[src/rtl/alu_pkg.sv]
// Constants for the eight-bit arithmetic and logic datapath
`default_nettype none
package alu_pkg;
    // ==========================================================
    // Register byte offsets
    localparam logic [7:0] ADDR_CTRL = 8'h00;
    localparam logic [7:0] ADDR_OPA = 8'h04;
    localparam logic [7:0] ADDR_OPB = 8'h08;
    localparam logic [7:0] ADDR_PAIR = 8'h0C;
    localparam logic [7:0] ADDR_RESULT = 8'h10;
    localparam logic [7:0] ADDR_PRODUCT = 8'h14;
    localparam logic [7:0] ADDR_FLAGS = 8'h18;
    localparam logic [7:0] ADDR_STATUS = 8'h1C;
    // ==========================================================
    // Register select codes
    localparam logic [3:0] SEL_CTRL = 4'h0;
    localparam logic [3:0] SEL_OPA = 4'h1;
    localparam logic [3:0] SEL_OPB = 4'h2;
    localparam logic [3:0] SEL_PAIR = 4'h3;
    localparam logic [3:0] SEL_RESULT = 4'h4;
    localparam logic [3:0] SEL_PRODUCT = 4'h5;
    localparam logic [3:0] SEL_FLAGS = 4'h6;
    localparam logic [3:0] SEL_STATUS = 4'h7;
    localparam logic [3:0] SEL_NONE = 4'hF;
    // ==========================================================
    // Operation codes
    localparam logic [4:0] OP_ADD = 5'h00;
    localparam logic [4:0] OP_ADC = 5'h01;
    localparam logic [4:0] OP_PAIR_SUM = 5'h02;
    localparam logic [4:0] OP_SUB = 5'h03;
    localparam logic [4:0] OP_SUB_CARRY = 5'h04;
    localparam logic [4:0] OP_SUB_K = 5'h05;
    localparam logic [4:0] OP_SUB_CARRY_K = 5'h06;
    localparam logic [4:0] OP_PAIR_DIFF = 5'h07;
    localparam logic [4:0] OP_AND = 5'h08;
    localparam logic [4:0] OP_AND_K = 5'h09;
    localparam logic [4:0] OP_OR = 5'h0A;
    localparam logic [4:0] OP_OR_K = 5'h0B;
    localparam logic [4:0] OP_XOR = 5'h0C;
    localparam logic [4:0] OP_SET_MASK = 5'h0D;
    localparam logic [4:0] OP_CLR_MASK = 5'h0E;
    localparam logic [4:0] OP_TEST = 5'h0F;
    localparam logic [4:0] OP_PROD_U = 5'h10;
    localparam logic [4:0] OP_PROD_S = 5'h11;
    localparam logic [4:0] OP_PROD_SU = 5'h12;
    localparam logic [4:0] OP_FRAC_U = 5'h13;
    localparam logic [4:0] OP_FRAC_S = 5'h14;
    localparam logic [4:0] OP_FRAC_SU = 5'h15;
    localparam logic [4:0] OP_LAST = 5'h15;
    // ==========================================================
    // Flag bit positions and reset values
    localparam int FLAG_C = 0;
    localparam int FLAG_Z = 1;
    localparam int FLAG_N = 2;
    localparam int FLAG_V = 3;
    localparam int FLAG_S = 4;
    localparam int FLAG_H = 5;
    localparam logic [7:0] ALL_ONES = 8'hFF;
    localparam logic [5:0] FLAGS_RESET = 6'h00;
    localparam logic [7:0] BYTE_RESET = 8'h00;
    localparam logic [15:0] WORD_RESET = 16'h0000;
    localparam int STATUS_BUSY = 0;
    // ==========================================================
    // Sequencer states
    typedef enum logic [2:0] {
        ST_IDLE = 3'b001,
        ST_EXEC = 3'b010,
        ST_FINAL = 3'b100
    } state_t;
endpackage : alu_pkg
`default_nettype wire

[src/rtl/alu_datapath.sv]
// Eight-bit arithmetic and logic datapath with APB register access
//
// Decided for this implementation: the APB register port and the placing of the registers.
`timescale 1ns/1ps
`default_nettype none

// Contract
// - Add and add-with-carry of two bytes write the destination, set Z C N V H, one cycle.
// - Pair add of a constant writes the 16-bit pair, sets Z C N V S, two cycles.
// - Register subtract, optionally with carry, writes the destination, sets Z C N V H, one cycle.
// - Constant subtract, optionally with carry, sets Z C N V H in one cycle.
// - Pair subtract of a constant writes the pair back, sets Z C N V S, two cycles.
// - AND and OR with register or constant, and XOR with register, write the result and set only Z N V, one cycle.
// - Bit-set ORs a mask in, bit-clear ANDs with all-ones minus the mask, Z N V, one cycle.
// - The zero-or-minus test ANDs a byte with itself and sets only Z N V, one cycle.
// - Plain multiplies put the 16-bit product in the product register, set Z C, two cycles.
// - Fractional multiplies shift the product left one bit first, set Z C, two cycles.
module alu_datapath (
    // Clock and reset
    input wire logic pclk,
    input wire logic presetn,
    // APB slave
    input wire logic psel,
    input wire logic penable,
    input wire logic pwrite,
    input wire logic [7:0] paddr,
    input wire logic [31:0] pwdata,
    output logic [31:0] prdata,
    output logic pready,
    output logic pslverr
);
    import alu_pkg::*;

    // ==========================================================
    // Decoding helpers
    function automatic logic [3:0] reg_sel(input logic [7:0] addr);
        unique case (addr)
            ADDR_CTRL: reg_sel = SEL_CTRL;
            ADDR_OPA: reg_sel = SEL_OPA;
            ADDR_OPB: reg_sel = SEL_OPB;
            ADDR_PAIR: reg_sel = SEL_PAIR;
            ADDR_RESULT: reg_sel = SEL_RESULT;
            ADDR_PRODUCT: reg_sel = SEL_PRODUCT;
            ADDR_FLAGS: reg_sel = SEL_FLAGS;
            ADDR_STATUS: reg_sel = SEL_STATUS;
            default: reg_sel = SEL_NONE;
        endcase
    endfunction : reg_sel

    function automatic logic two_cycle(input logic [4:0] op);
        two_cycle = (op == OP_PAIR_SUM) || (op == OP_PAIR_DIFF) || (op >= OP_PROD_U);
    endfunction : two_cycle

    // ==========================================================
    // State
    state_t state_reg, state_next;
    logic [4:0] op_reg, op_next;
    logic [7:0] opa_reg, opa_next;
    logic [7:0] opb_reg, opb_next;
    logic [15:0] pair_reg, pair_next;
    logic [7:0] result_reg, result_next;
    logic [15:0] product_reg, product_next;
    logic [5:0] flags_reg, flags_next;
    logic [7:0] done_count_reg, done_count_next;
    logic accept_reg, accept_next;
    logic [31:0] prdata_reg, prdata_next;
    logic pready_reg, pready_next;
    logic pslverr_reg, pslverr_next;

    logic [3:0] sel;
    logic wr_take;
    logic start;
    logic commit;
    logic carry_in;
    logic [8:0] sum9;
    logic [8:0] diff9;
    logic [15:0] word_sum;
    logic [15:0] word_diff;
    logic signed_a;
    logic signed_b;
    logic frac;
    logic [15:0] ext_a;
    logic [15:0] ext_b;
    logic [31:0] prod32;
    logic [15:0] raw_prod;
    logic [15:0] prod_out;
    logic [7:0] logic_res;

    // ==========================================================
    // Operand arithmetic
    assign sel = reg_sel(paddr);
    assign wr_take = psel && penable && pready_reg && pwrite && accept_reg;
    assign start = wr_take && (sel == SEL_CTRL);
    assign carry_in = ((op_reg == OP_ADC) || (op_reg == OP_SUB_CARRY)
        || (op_reg == OP_SUB_CARRY_K))
        && flags_reg[FLAG_C];
    assign sum9 = {1'b0, opa_reg} + {1'b0, opb_reg} + {8'h00, carry_in};
    assign diff9 = {1'b0, opa_reg} - {1'b0, opb_reg} - {8'h00, carry_in};
    assign word_sum = pair_reg + {8'h00, opb_reg};
    assign word_diff = pair_reg - {8'h00, opb_reg};
    assign signed_a = (op_reg == OP_PROD_S) || (op_reg == OP_PROD_SU)
        || (op_reg == OP_FRAC_S) || (op_reg == OP_FRAC_SU);
    assign signed_b = (op_reg == OP_PROD_S) || (op_reg == OP_FRAC_S);
    assign frac = (op_reg >= OP_FRAC_U);
    assign ext_a = signed_a ? {{8{opa_reg[7]}}, opa_reg} : {8'h00, opa_reg};
    assign ext_b = signed_b ? {{8{opb_reg[7]}}, opb_reg} : {8'h00, opb_reg};
    assign prod32 = ext_a * ext_b;
    assign raw_prod = prod32[15:0];
    assign prod_out = frac ? {raw_prod[14:0], 1'b0} : raw_prod;

    // ==========================================================
    // Logic unit
    always_comb begin
        unique case (op_reg)
            OP_AND, OP_AND_K: logic_res = opa_reg & opb_reg;
            OP_OR, OP_OR_K, OP_SET_MASK: logic_res = opa_reg | opb_reg;
            OP_XOR: logic_res = opa_reg ^ opb_reg;
            OP_CLR_MASK: logic_res = opa_reg & (ALL_ONES - opb_reg);
            default: logic_res = opa_reg & opa_reg;
        endcase
    end

    // ==========================================================
    // Sequencer, operand registers and flags
    always_comb begin
        state_next = state_reg;
        op_next = op_reg;
        opa_next = opa_reg;
        opb_next = opb_reg;
        pair_next = pair_reg;
        result_next = result_reg;
        product_next = product_reg;
        flags_next = flags_reg;
        done_count_next = done_count_reg;
        commit = 1'b0;
        unique case (state_reg)
            ST_IDLE: begin
                if (start) begin
                    op_next = pwdata[4:0];
                    state_next = ST_EXEC;
                end
            end
            ST_EXEC: begin
                if (two_cycle(op_reg)) begin
                    state_next = ST_FINAL;
                end else begin
                    commit = 1'b1;
                    state_next = ST_IDLE;
                end
            end
            ST_FINAL: begin
                commit = 1'b1;
                state_next = ST_IDLE;
            end
            default: state_next = ST_IDLE;
        endcase
        if (wr_take) begin
            unique case (sel)
                SEL_OPA: opa_next = pwdata[7:0];
                SEL_OPB: opb_next = pwdata[7:0];
                SEL_PAIR: pair_next = pwdata[15:0];
                SEL_FLAGS: flags_next = pwdata[5:0];
                default: ;
            endcase
        end
        if (commit) begin
            done_count_next = done_count_reg + 8'h01;
            unique case (op_reg)
                OP_ADD, OP_ADC: begin
                    opa_next = sum9[7:0];
                    result_next = sum9[7:0];
                    flags_next[FLAG_C] = sum9[8];
                    flags_next[FLAG_Z] = (sum9[7:0] == BYTE_RESET);
                    flags_next[FLAG_N] = sum9[7];
                    flags_next[FLAG_V] = (opa_reg[7] & opb_reg[7] & ~sum9[7])
                        | (~opa_reg[7] & ~opb_reg[7] & sum9[7]);
                    flags_next[FLAG_H] = (opa_reg[3] & opb_reg[3]) | (opb_reg[3] & ~sum9[3])
                        | (~sum9[3] & opa_reg[3]);
                end
                OP_SUB, OP_SUB_CARRY, OP_SUB_K, OP_SUB_CARRY_K: begin
                    opa_next = diff9[7:0];
                    result_next = diff9[7:0];
                    flags_next[FLAG_C] = diff9[8];
                    flags_next[FLAG_Z] = (diff9[7:0] == BYTE_RESET);
                    flags_next[FLAG_N] = diff9[7];
                    flags_next[FLAG_V] = (opa_reg[7] & ~opb_reg[7] & ~diff9[7])
                        | (~opa_reg[7] & opb_reg[7] & diff9[7]);
                    flags_next[FLAG_H] = (~opa_reg[3] & opb_reg[3]) | (opb_reg[3] & diff9[3])
                        | (diff9[3] & ~opa_reg[3]);
                end
                OP_PAIR_SUM: begin
                    pair_next = word_sum;
                    flags_next[FLAG_C] = ~word_sum[15] & pair_reg[15];
                    flags_next[FLAG_Z] = (word_sum == WORD_RESET);
                    flags_next[FLAG_N] = word_sum[15];
                    flags_next[FLAG_V] = ~pair_reg[15] & word_sum[15];
                    flags_next[FLAG_S] = word_sum[15] ^ (~pair_reg[15] & word_sum[15]);
                end
                OP_PAIR_DIFF: begin
                    pair_next = word_diff;
                    flags_next[FLAG_C] = word_diff[15] & ~pair_reg[15];
                    flags_next[FLAG_Z] = (word_diff == WORD_RESET);
                    flags_next[FLAG_N] = word_diff[15];
                    flags_next[FLAG_V] = pair_reg[15] & ~word_diff[15];
                    flags_next[FLAG_S] = word_diff[15] ^ (pair_reg[15] & ~word_diff[15]);
                end
                OP_PROD_U, OP_PROD_S, OP_PROD_SU, OP_FRAC_U, OP_FRAC_S, OP_FRAC_SU: begin
                    product_next = prod_out;
                    flags_next[FLAG_C] = raw_prod[15];
                    flags_next[FLAG_Z] = (prod_out == WORD_RESET);
                end
                default: begin
                    if (op_reg != OP_TEST) begin
                        opa_next = logic_res;
                    end
                    result_next = logic_res;
                    flags_next[FLAG_Z] = (logic_res == BYTE_RESET);
                    flags_next[FLAG_N] = logic_res[7];
                    flags_next[FLAG_V] = 1'b0;
                end
            endcase
        end
    end

    always_ff @(posedge pclk or negedge presetn) begin
        if (!presetn) begin
            state_reg <= ST_IDLE;
            op_reg <= OP_ADD;
            opa_reg <= BYTE_RESET;
            opb_reg <= BYTE_RESET;
            pair_reg <= WORD_RESET;
            result_reg <= BYTE_RESET;
            product_reg <= WORD_RESET;
            flags_reg <= FLAGS_RESET;
            done_count_reg <= BYTE_RESET;
        end else begin
            state_reg <= state_next;
            op_reg <= op_next;
            opa_reg <= opa_next;
            opb_reg <= opb_next;
            pair_reg <= pair_next;
            result_reg <= result_next;
            product_reg <= product_next;
            flags_reg <= flags_next;
            done_count_reg <= done_count_next;
        end
    end

    // ==========================================================
    // APB response
    always_comb begin
        pready_next = psel && penable && !pready_reg;
        prdata_next = 32'h0000_0000;
        pslverr_next = 1'b0;
        accept_next = 1'b0;
        if (pready_next) begin
            if (sel == SEL_NONE) begin
                pslverr_next = 1'b1;
            end else if (pwrite) begin
                if (state_reg != ST_IDLE) begin
                    pslverr_next = 1'b1;
                end else if ((sel == SEL_CTRL) && (pwdata[4:0] > OP_LAST)) begin
                    pslverr_next = 1'b1;
                end else begin
                    accept_next = 1'b1;
                end
            end else begin
                unique case (sel)
                    SEL_CTRL: prdata_next = {27'h0000000, op_reg};
                    SEL_OPA: prdata_next = {24'h000000, opa_reg};
                    SEL_OPB: prdata_next = {24'h000000, opb_reg};
                    SEL_PAIR: prdata_next = {16'h0000, pair_reg};
                    SEL_RESULT: prdata_next = {24'h000000, result_reg};
                    SEL_PRODUCT: prdata_next = {16'h0000, product_reg};
                    SEL_FLAGS: prdata_next = {26'h0000000, flags_reg};
                    default: prdata_next = {16'h0000, done_count_reg, 7'h00,
                        (state_reg != ST_IDLE)};
                endcase
            end
        end
    end

    always_ff @(posedge pclk or negedge presetn) begin
        if (!presetn) begin
            pready_reg <= 1'b0;
            prdata_reg <= 32'h0000_0000;
            pslverr_reg <= 1'b0;
            accept_reg <= 1'b0;
        end else begin
            pready_reg <= pready_next;
            prdata_reg <= prdata_next;
            pslverr_reg <= pslverr_next;
            accept_reg <= accept_next;
        end
    end

    assign pready = pready_reg;
    assign prdata = prdata_reg;
    assign pslverr = pslverr_reg;
endmodule : alu_datapath

`default_nettype wire

[config.mk]
export PLATFORM = sky130hd
export DESIGN_NAME = alu_datapath
export DESIGN_NICKNAME = d
export VERILOG_FILES = /design/src/rtl/alu_pkg.sv /design/src/rtl/alu_datapath.sv
export SDC_FILE = /design/constraint.sdc
export NUM_CORES = 1
export LEC_CHECK = 0
export ABC_AREA = 0
export BUFFER_PORTS_ARGS = -buffer_cell sky130_fd_sc_hd__buf_2
export CAP_MARGIN = 5
export CORE_MARGIN = 2
export CORE_UTILIZATION = 45
export DETAILED_ROUTE_END_ITERATION = 16
export RECOVER_POWER = 50
export SYNTH_ARGS = -nofsm -noshare
export SYNTH_HDL_FRONTEND = slang
export SYNTH_SLANG_ARGS = --single-unit
[constraint.sdc]
create_clock -name pclk -period 7.5 [get_ports pclk]
set_input_delay 0.75 -clock pclk [delete_from_list [all_inputs] [get_ports pclk]]
set_output_delay 0.75 -clock pclk [all_outputs]
set_load 0.05 [all_outputs]
==> reports/metrics.yaml <==
synth:
  synthArstFlopShare_pct: 100
  yosysTopAreaCell: "dfrtp_1"
  synth_top_area_share_pct: 20.8
  syn_area_mm2: 0.0116
  yosys_warnings: 0
  synth-seq-cells: 97
  synth_ff_type: "dfrtp_1"
  syn_avg_cell_area_um2: 8.61
  synth_cells: 1343
  yosys-top-cells-count: "inv_1, nor2_1, nand2_1"
  yosys-top-cells-area: "dfrtp_1, fa_1, ha_1, inv_1, nor2_1"
  ys_seq_area_share_pct: 21.0
  synth_edf_count: 0
  ys_types: 90
  yosysMostFrequentCell: "inv_1"
clock_network:
  clk_pin_slew_ns: 0.08
  post_cts_resize_count: 0
  cts_tree: "built"
  ctsHoldBuffers: 0
  ctsHtreeMaxLevel: 3
  cts_buffers: 9
  worstSkewPairLatency_ns: 0.36
  cts.sinks: 97
  clockBufferDepth: 2
  cts-root-buf: "clkbuf_16"
finish:
  diodes: 0
  area_delta_synth_final_pct: 8.45
  num-fill-cells: 2460
  drive_above_1_share_pct: 9.88
  seq_area_mm2: 0.00243
  final_nets: 1624
  multi_input_area_mm2: 0.00824
sta:
  fin_ws_ns: 0.492
  setup_violations: 0
  worst_slew_pin_slew_ns: 3.84
  rsz0062_at_grt: "no"
  fmax_ghz: 0.143
  post-route-period-util_pct: 93.4
  finalMaxSlewViolations: 100
  relSlewSlack_pct: -156
  period_minus_slack_ns: 7.01
  finalSetupTns_ns: 0
  hold_viol: 0
  finalClockSkew_ns: 0.00954
placement:
  port_buffers: 46
  hpwlAfterDp_um: 27900
  place_ws_ns: 0.310
  globalplace.congestion: 1.03
power:
  leakagePower_nw: 5.65
  powerDensity_mw_per_mm2: 87.2
  ir_worst_vdd_mv: 0.115
setup_path:
  crit_family: "adder cells"
  cp_slowest_cell: "fa_1"
  start_kind: "flip-flop"
  cp_max_fo: 5
  worstPathArrival_ns: 7.30
  cpMostUsedCell: "fa_1"
  cp-end-kind: "flip-flop"
  critPathKind: "reg -> reg"
  cp_cell_sequence: "nand2b_2 > nor4b_4 > buf_4 > nand2_1 > fa_1 > inv_1 > fa_1 > inv_1 > fa_1 > fa_1 > fa_1 > fa_1 > inv_1 > ha_1 > nand3_1 > nand2_1 > a41o_1 > o41ai_1 > buf_4 > xnor3_1 > nand2_1 > nand4_1 > nand3_1"
  worst-path-buf-inv: 5
  worst_path_largest_cell_delay_ns: 0.69
  worstPathRequired_ns: 7.79
floorplan:
  fp.dieArea_mm2: 0.0270
  core_area_mm2: 0.0252
  num_rows: 58
  chipHeight_um: 164
  die_w_um: 164
  ioPinCount: 79
  initial_utilization_pct: 45.9
grt:
  grt_max_degree: 71
  grt_antenna_before_repair: 0
  grt_pass1_vias: 9801
  grt.overflow.total: 0
  grt_use_total_pct: 27.7
  grt_pass1_wl_um: 56500
run:
  cap_viol_max_count: 2
drt:
  drtAntennaViolNets: 0
  drt-initial-drc-count: 862
  vias: 10100
  firstDrtPassIters: 6
  wire_per_inst_um: 21.1
  wirelength_um: 36400
  drc: 0
  viasPerCell: 5.85
run_status:
  violations: "max-capacitance violations, max-slew violations"
  outcome: "complete, but fails checks"
hold_path:
  hold_path.class: "reg -> reg"
where the power goes:
group / internal (mW) / switching, mW / total (mW)
clock network: 0.267 / 0.235 / 0.502
logic: 0.0127 / 0.0555 / 0.0682
registers: 0.523 / 0.000240 / 0.523
through the flow:
step / power, mW / util [%] / cell area (um2) / hold WS (ns) / cells
finish: 1.09 / 49.8 / 12500 / 0.478 / 1727
global route: 1.13 / 49.8 / 12500 / 0.507 / 1727
CTS: 1.10 / 49.8 / 12500 / 0.307 / 1723
detailed placement: 0.602 / 48.5 / 12200 / 0.462 / 1707
global placement: 0.602 / 48.5 / 12200 / 0.455 / 1707
floorplan: 0.579 / - / 11600 / 0.439 / 1358
final cells by class:
| type | count | area share (%) |
|---|---|---|
| Multi-Input combinational cell | 1035 | 65.7 |
| Timing Repair Buffer | 95 | 4.56 |
| Inverter | 154 | 4.61 |
| Clock inverter | 7 | 0.679 |
| Tap cell | 330 | 3.29 |
| Clock buffer | 9 | 1.80 |
| Sequential cell | 97 | 19.4 |
what timing repair did:
item	in CTS	in global routing
hold endpoints to repair	0	0
setup endpoints to repair	0	1
setup buffers	0	4
kinds of logic (layout without fill, tap and decap cells):
kind of cell             count (synthesis)  in the layout  synth area share (%)
AND/OR/NAND/NOR                        417            417                  17.7
AO/OA/AOI/OAI                          293            293                  16.9
buffers and inverters                  226            265                  8.24
adder cells (fa/ha/maj)                187            187                  25.4
flip-flops                              97             97                  21.0
XOR/XNOR                                61             61                  5.10
multiplexers                            61             61                  5.55
other                                    1             16                0.0324
per-layer routing:
layer,track usage [%],wire (um)
met4,9.53,1180
met1,37.3,15800
met3,4.57,2550
met2,45.1,16800
met5,0,0
layout by cell type, fill, tap and decap left out, types with 15 or more instances in the layout:
cell	synthesis	routed
nand3_1	24	24
nor3_1	23	23
fa_1	80	80
ha_1	107	107
o21ai_0	68	68
a221o_1	19	19
nand2_1	117	117
buf_2	8	28
a21oi_1	67	67
o22ai_1	23	23
conb_1	1	16
xnor2_1	46	46
inv_1	141	141
mux2_2	15	15
dfrtp_1	96	96
nor2_1	136	136
nand2b_1	20	20
clkbuf_1	40	19
mux2i_1	45	45
buf_4	19	48
worst register-to-register path, delay by kind of cell (launching register included):
family	cells	cell delay, ns
buf+inv	5	0.62
compound gates	2	0.49
fa+ha+maj	7	3.63
simple gates	8	1.36
xor+xnor	1	0.47
flops	1	0.38
final timing paths:
| path | end | start | cells after the start | slack [ns] |
|---|---|---|---|---|
| hold reg to reg | done_count_reg[7] | done_count_reg[7] | 1 | 0.48 |
| hold / removal | done_count_reg[7] | done_count_reg[7] | 1 | 0.48 |
| min in group asynchronous | pair_reg[8] | presetn | 1 | 0.77 |
| setup reg to reg | flags_reg[1] | op_reg[3] | 23 | 0.49 |
| max in group asynchronous | product_reg[1] | presetn | 2 | 2.39 |
| setup / recovery | flags_reg[1] | op_reg[3] | 23 | 0.49 |
(Power assumes the default switching activity.)
